File: src/common/output_macrocell_pkg.sv
package output_macrocell_pkg;

   localparam int NUM_CELLS = 10;
   localparam int TOTAL_TERMS = 120;
   localparam int MAX_TERMS = 16;

   // logic terms per cell, pairs of equal size mirrored around the array middle
   localparam int CELL_TERMS [NUM_CELLS] = '{8, 10, 12, 14, 16, 16, 14, 12, 10, 8};

   // configuration bit encodings
   localparam logic POL_TRUE = 1'b1;
   localparam logic POL_INVERT = 1'b0;
   localparam logic MODE_REGISTERED = 1'b0;
   localparam logic MODE_COMBINATORIAL = 1'b1;

   // flip-flop values forced by the shared terms and by srst
   localparam logic CLEAR_VALUE = 1'b0;
   localparam logic SET_VALUE = 1'b1;
   localparam logic RESET_VALUE = 1'b0;

   typedef enum logic [1:0] {
      OE_ALWAYS_ON,
      OE_ALWAYS_OFF,
      OE_FROM_TERM
   } oe_mode_t;

   function automatic int termOffset(input int k);
      int s;
      s = 0;
      for (int i = 0; i < k; i++) begin
         s = s + CELL_TERMS[i];
      end
      return s;
   endfunction

endpackage

File: src/core/macrocell_flop.sv
`timescale 1ns/1ps

module macrocell_flop (
   input wire logic clk,
   input wire logic srst,
   input wire logic clearTerm,
   input wire logic setTerm,
   input wire logic dIn,
   output logic qOut
);

   logic qReg;
   logic qNext;

   // set beats data; clear is asynchronous and beats both
   assign qNext = srst ? output_macrocell_pkg::RESET_VALUE :
                  setTerm ? output_macrocell_pkg::SET_VALUE : dIn;

   always_ff @(posedge clk or posedge clearTerm) begin
      if (clearTerm) begin
         qReg <= output_macrocell_pkg::CLEAR_VALUE;
      end else begin
         qReg <= qNext;
      end
   end

   assign qOut = qReg;

endmodule

File: src/core/output_macrocell_array.sv
`timescale 1ns/1ps

// Function
// - ten cells with 8, 10, 12, 14, 16 logic terms, two cells each
// - each cell has one extra product term only for output enable
// - per-cell output polarity true or inverting, in both modes
// - one async clear term and one sync set term shared by registered cells
// - clear term true forces every flip-flop to zero without a clock
// - set term true loads one into every flip-flop at next rising edge, unless clear or srst is true
// - clear and set act on flop state, pin level follows chosen polarity
// - two configuration bits per cell choose mode and polarity
// - registered pin driven from flop true output through polarity buffer
// - registered output enable equals the cell's own enable term
// - registered feedback is inverted flop output, true and complement offered
// - registered pin is output only, feedback never comes from the pin
// - combinatorial pin driven by the OR sum through polarity buffer
// - combinatorial enable always on, always off, or from enable term
// - combinatorial feedback taken from pin, true and complement offered
module output_macrocell_array (
   input wire logic clk,
   input wire logic srst,
   input wire logic [output_macrocell_pkg::TOTAL_TERMS-1:0] logicTerms,
   input wire logic [output_macrocell_pkg::NUM_CELLS-1:0] oeTerms,
   input wire logic sharedAsyncClearTerm,
   input wire logic sharedSyncSetTerm,
   input wire logic [output_macrocell_pkg::NUM_CELLS-1:0] macrocellCfgBitZero,
   input wire logic [output_macrocell_pkg::NUM_CELLS-1:0] macrocellCfgBitOne,
   input wire output_macrocell_pkg::oe_mode_t combOeMode [output_macrocell_pkg::NUM_CELLS],
   input wire logic [output_macrocell_pkg::NUM_CELLS-1:0] pinIn,
   output logic [output_macrocell_pkg::NUM_CELLS-1:0] pinOut,
   output logic [output_macrocell_pkg::NUM_CELLS-1:0] pinOe,
   output logic [output_macrocell_pkg::NUM_CELLS-1:0] feedbackTrue,
   output logic [output_macrocell_pkg::NUM_CELLS-1:0] feedbackComp
);

   ////////////////////////////////////////////////////////////////////////////
   // elaboration checks on the term layout

   if (output_macrocell_pkg::termOffset(output_macrocell_pkg::NUM_CELLS) != output_macrocell_pkg::TOTAL_TERMS) begin : g_bad_total
      $error("term counts do not add up to the term bus width");
   end

   for (genvar c = 0; c < output_macrocell_pkg::NUM_CELLS; c++) begin : g_check
      // sizes must come in equal pairs mirrored around the middle
      if (output_macrocell_pkg::CELL_TERMS[c] != output_macrocell_pkg::CELL_TERMS[output_macrocell_pkg::NUM_CELLS-1-c])
      begin : g_bad_pair
         $error("cell term counts are not paired");
      end
      if (output_macrocell_pkg::CELL_TERMS[c] < 1 || output_macrocell_pkg::CELL_TERMS[c] > output_macrocell_pkg::MAX_TERMS)
      begin : g_bad_size
         $error("cell term count out of range");
      end
   end

   ////////////////////////////////////////////////////////////////////////////
   // per-cell datapath

   logic [output_macrocell_pkg::NUM_CELLS-1:0] sumTerm;
   logic [output_macrocell_pkg::NUM_CELLS-1:0] flopQ;
   logic [output_macrocell_pkg::NUM_CELLS-1:0] isComb;
   logic [output_macrocell_pkg::NUM_CELLS-1:0] isTrue;
   logic [output_macrocell_pkg::NUM_CELLS-1:0] cellValue;
   logic [output_macrocell_pkg::NUM_CELLS-1:0] combOe;

   for (genvar c = 0; c < output_macrocell_pkg::NUM_CELLS; c++) begin : g_cell
      localparam int OFS = output_macrocell_pkg::termOffset(c);
      localparam int NT = output_macrocell_pkg::CELL_TERMS[c];

      wire logic [NT-1:0] cellTerms;

      assign cellTerms = logicTerms[OFS +: NT];
      assign sumTerm[c] = |cellTerms;

      assign isComb[c] = (macrocellCfgBitOne[c] == output_macrocell_pkg::MODE_COMBINATORIAL);
      assign isTrue[c] = (macrocellCfgBitZero[c] == output_macrocell_pkg::POL_TRUE);

      // flop also runs in combinatorial mode; its state is simply unused there
      macrocell_flop u_flop (
         .clk(clk),
         .srst(srst),
         .clearTerm(sharedAsyncClearTerm),
         .setTerm(sharedSyncSetTerm),
         .dIn(sumTerm[c]),
         .qOut(flopQ[c])
      );

      // polarity is applied after the flop, so clear and set ignore it
      assign cellValue[c] = isComb[c] ? sumTerm[c] : flopQ[c];
      assign pinOut[c] = isTrue[c] ? cellValue[c] : ~cellValue[c];

      assign combOe[c] = (combOeMode[c] == output_macrocell_pkg::OE_ALWAYS_ON) ? 1'b1 :
                         (combOeMode[c] == output_macrocell_pkg::OE_FROM_TERM) ? oeTerms[c] :
                         1'b0;
      assign pinOe[c] = isComb[c] ? combOe[c] : oeTerms[c];

      // registered cells never look at the pin, so they cannot act as inputs
      assign feedbackTrue[c] = isComb[c] ? pinIn[c] : ~flopQ[c];
      assign feedbackComp[c] = isComb[c] ? ~pinIn[c] : flopQ[c];

   end
endmodule

File: config.mk
export PLATFORM = sky130hd
export DESIGN_NAME = output_macrocell_array
export DESIGN_NICKNAME = d
export VERILOG_FILES = /design/src/common/output_macrocell_pkg.sv /design/src/core/macrocell_flop.sv /design/src/core/output_macrocell_array.sv
export SDC_FILE = /design/constraint.sdc
export NUM_CORES = 1
export LEC_CHECK = 0
export ABC_AREA = 1
export BUFFER_PORTS_ARGS = -buffer_cell sky130_fd_sc_hd__buf_2
export CORE_AREA = 2 2 87 89
export DETAILED_ROUTE_END_ITERATION = 10
export DIE_AREA = 0 0 89 91
export MAX_ROUTING_LAYER = met4
export PLACE_DENSITY = 0.61
export SETUP_SLACK_MARGIN = 0.05
export SLEW_MARGIN = 0
export SYNTH_ARGS = -nofsm -noshare
export SYNTH_HDL_FRONTEND = slang
export SYNTH_HIERARCHICAL = 1
export SYNTH_SLANG_ARGS = --single-unit
export TNS_END_PERCENT = 50
File: constraint.sdc
create_clock -name clk -period 1.1 [get_ports clk]
set_input_delay 0.055 -clock clk [delete_from_list [all_inputs] [get_ports clk]]
set_output_delay 0.055 -clock clk [all_outputs]
set_load 0.02 [all_outputs]
Word-level counts from Yosys, hierarchy flattened
Cells that the tools add are included.

word-level totals
  logic and storage cells = 160
  bits of input ports = 184
  register bits = 10

cells by class
  equal/unequal tests = 10
  bitwise logic cells = 30
  multiplexer cells = 90
  reduce and logical (&&, ||, !) cells = 20

operators by type and width
  kind                                   number
  1-bit two-way mux                      90
  16-bit OR reduction                    2
  1-bit NOT                              30
  14-bit OR reduction                    2
  12-bit OR reduction                    2
  2-bit == test (second input constant)  10
  2-bit zero test                        10
  10-bit OR reduction                    2
  8-bit OR reduction                     2

Logic depth before layout (Yosys ltp)
  word-level depth = 4
  depth in mapped cells = 8
  mapped depth without buffers = 8

By module
Netlist, hierarchy kept.

by module, submodules not included
  module                  instances  area each (µm²)  cells each
  output_macrocell_array  1          930.9            226
  macrocell_flop          10         36.3             4

Worst setup path after synthesis
No wires, ideal clock.

  kind = register to output
  start = register g_cell[4].u_flop.qReg
  end = output port feedbackTrue[4] (netlist name)
  cell stages (with the launch flop) = 4
  buffers on the path = 0
  arrival time = 0.931 ns
  slack = 0.114 ns
  cells stage by stage = dfrtp_1 -> nand2_1 -> o21ai_0 -> inv_1

on the way
  cells in the longest elaborated chain, start to end = 2

RTL lines
  item                      RTL line                      source
  start: declaration        macrocell_flop.sv:12          logic qReg;
  start signal: assignment  macrocell_flop.sv:21          qReg <= output_macrocell_pkg::CLEAR_VALUE;
  start signal: assignment  macrocell_flop.sv:23          qReg <= qNext;
  1-bit NOT                 output_macrocell_array.sv:97  assign feedbackTrue[c] = isComb[c] ? pinIn[c] : ~flopQ[c];
  1-bit two-way mux         output_macrocell_array.sv:97
  end: declaration          output_macrocell_array.sv:32  output logic [output_macrocell_pkg::NUM_CELLS-1:0] feedbackTrue,

No other way between the ends.

Worst setup path after layout
  start = register g_cell[6].u_flop.qReg
  end = output port pinOut[6] (netlist name)

on the way
  cells in the longest elaborated chain, start to end = 3

RTL lines
  item                      RTL line                      source
  start: declaration        macrocell_flop.sv:12
  start signal: assignment  macrocell_flop.sv:21
  start signal: assignment  macrocell_flop.sv:23
  1-bit two-way mux *       output_macrocell_array.sv:88  assign cellValue[c] = isComb[c] ? sumTerm[c] : flopQ[c];
  1-bit NOT                 output_macrocell_array.sv:89  assign pinOut[c] = isTrue[c] ? cellValue[c] : ~cellValue[c];
  1-bit two-way mux *       output_macrocell_array.sv:89
  end: declaration          output_macrocell_array.sv:30  output logic [output_macrocell_pkg::NUM_CELLS-1:0] pinOut,

Mark *: on every way between the ends. The rest lies on a longest branch, timed or not.

==> metrics list <==
- Combinational family with the most area after synthesis: simple AND/OR/NAND/NOR gates
- Worst setup path class: reg2out
- Highest attainable clock frequency: 955 MHz
- Of the cells placed in the final design, the portion with a size suffix greater than 1 is 0.495.
* Total GRT Usage: 0.132
- Ranked by total cell area, the synthesized netlist is headed by nor2_1, nand2_1, dfrtp_1.
- Final sum of negative setup slack: 0 ns
- The average instance in the mapped netlist occupies 4.86 sq um.
- Max rail drop VDD: 0.000303 V
* Global-route wire length before repair: 8.31 mm
* Clock slew at the register clock pins of the worst setup and hold paths: 0.05 ns
- Reported leakage power: 1.66 nW
- STA classifies the critical path endpoint as an output pin.
- In the finished design, the share of the clock period the worst path needs comes to 0.952.
* Worst relative slew slack: 0.828
- Final weighted congestion in routability-driven placement: 0.752
- The floorplan step defined a die boundary enclosing 8100 sq um.
* Half-perimeter wire length after placement: 4.91 mm
- Worst hold margin: 0.159 ns
- Switching share of power: 0.367
- The count of endpoints failing hold in the final timing report came to 0.
- Antenna viol nets, final: 0
- Worst min path class: in2reg
- Antenna Diode Count: 0
- The via count of the first global-routing pass came to 2120.
- The longest clock path from root to sink contains 2 buffers.
* Comb pwr share: 0.550
* Arrival time worst endpoint: 0.99 ns
- Flip-flop count of the largest register after layout: 10
- Once layout is done, the placed cells without fillers occupy 2730 sq um.
* Number of max-slew violations in the final report: 0
* Cell-internal power: 1.11 mW
* Area of the multi-input gates: 966 sq um
* Final worst-path setup slack: 0.0527 ns
- Total overflow reported by the global router: 0
* Number of placement rows: 31
* Peak fanout along the critical path: 3
* Pin count of the biggest net entering global routing: 11
- For the pin with the worst max-slew slack, the measured transition is 0.258 ns.
- From bottom edge to top edge, the die measures 91 microns.
- Of the post-synthesis cell area, the dominant cell type holds 0.313.
- Worst slack after detailed placement: 0.0937 ns
- Final net count: 679
* Htree depth: 1
* Number of synthesized register bits: 10
- Total nets after synthesis: 450
- Once layout is complete, the utilization of the core stands at 0.383.
- Top-level port count: 224
- In this run, placement finished with an instance count of 588.
- The share of total power dissipated in the clock network is 0.224.
* NetSw: 0.643 mW
* Overall power: 1.75 mW
* Flip-flop and latch area: 250 sq um
- Of the total power, registers draw 0.226.
- The run finished with clean final reports.
- Adder-cell area share of the yosys netlist: 0
- After synthesis, the share of cell area in mux cells is 0.
* Synth area leader: nor2_1
* Count of cell types in the netlist: 12
* Clock buffer count from CTS: 3
- Area fraction in compound gates after synthesis: 0.0851
- Total number of yosys warnings: 6
* Number of cells in the finished layout apart from fillers: 592
- Synth Instances: 266
- Required arrival time at the worst endpoint: 1.04 ns
- The initial antenna violation count was 0.
- Of the total synthesized cell area, the portion taken by AND, OR, NAND and NOR gates is 0.629.
* CTS tree: built
- Final-layout fill cell count: 821
- The share of the Yosys chip area taken by registers is 0.193.
- Root Buffer Master: clkbuf_8
* Commonest cells after routing, fill and taps aside: buf_2, nor2_1, nand2_1, inv_1, buf_6
* DRT iter0 DRCs: 23
* Post-Synthesis Cell Area: 1290 sq um
- Summing over every cut layer, the via total after detailed routing is 2373.
- Drt pass-1 iters: 4
* DIE WIDTH: 89 microns
- The area growth from synthesis to layout is 111%.
- Setup violations remaining at the end of the flow were counted as 0.
- The initial utilization of the core area, before any placement, comes to 0.181.
* Synthesized-area fraction occupied by xor and xnor cells: 0
- Setup repair after global routing missed its margin: yes
- Type of origin of the critical path: register
* Residual DRC: 0
* Mean routed wirelength per cell: 9.65 microns
* Core footprint: 7140 sq um
* Number of sinks driven by the clock tree: 10
- Total cell area at the placement stage: 2530 sq um
- Post-layout min period: 1.05 ns
- Average via count per standard cell: 4.01
- Once the clock tree was built, the setup fixing pass inserted 0 buffers.
- The library cell used most frequently in the layout, excluding fill and tap cells, is buf_2.
* Max Cap Viol: 0
- Pwr/cell area: 641 nW/um^2
* Wirelength, routed: 5.72 mm
- Buffers placed on the I/O ports in this run total 223.
synth_stat cells:
cell type / count
nand3b_1: 8
o21ai_0: 12
or2_2: 2
or2_1: 2
a21oi_1: 10
inv_1: 32
nand4_1: 2
nor2_1: 108
and2_0: 2
nand3_1: 4
dfrtp_1: 10
nand2_1: 74
power groups by stage:
stage | sequential (mW) | clock (mW) | combinational, mW
after global routing | 0.397 | 0.431 | 1.07
after floorplan | 0.397 | 0 | 0.381
after detailed placement | 0.398 | 0 | 0.873
final | 0.396 | 0.393 | 0.963
after CTS | 0.393 | 0.431 | 0.916
after global placement | 0.398 | 0 | 0.863
worst paths after layout:
path	from	endpoint	slack (ns)	cells after the start
worst max-delay path	g_cell[6].u_flop/qOut	pinOut[6]	0.05	5
max in group asynchronous	sharedAsyncClearTerm	g_cell[0].u_flop/qOut	0.68	3
worst min-delay path	srst	g_cell[4].u_flop/qOut	0.16	2
min in group asynchronous	sharedAsyncClearTerm	g_cell[3].u_flop/qOut	0.32	3
logic make-up (layout without fill, tap and decap cells):
| family | Yosys count | after routing |
|---|---|---|
| AO/OA/AOI/OAI | 22 | 22 |
| flip-flops | 10 | 10 |
| buffers and inverters | 32 | 259 |
| AND/OR/NAND/NOR | 202 | 202 |
repair_timing:
| item | 4_1_cts | 5_1_grt |
|---|---|---|
| pin swaps | 4 | 13 |
| endpoints found under the hold margin | 10 | 0 |
| hold buffers | 1 | 0 |
| setup endpoints to repair | 26 | 26 |
| resized for setup | 28 | 34 |
layout make-up:
cell class,count,share of cell area
repair buffers,224,0.450
well taps,99,0.0454
inverters,32,0.0440
multi-input cells,224,0.354
clock buffers,3,0.0151
flip-flops and latches,10,0.0916
critical path: stages (launching register included):
cell,delay [ns]
dfrtp_1,0.38
nand2_2,0.08
nand2_1,0.05
nand2_1,0.06
nand2_2,0.05
buf_6,0.13
per-layer routing:
| metal | wire, microns | vias up | global-route usage |
|---|---|---|---|
| met3 | 566 | 2 | 0.0264 |
| li1 | - | 1266 | - |
| met4 | 26 | 0 | 0.0224 |
| met2 | 3090 | 131 | 0.271 |
| met1 | 2030 | 974 | 0.122 |
| met5 | 0 | - | - |
(Power assumes the default switching activity.)
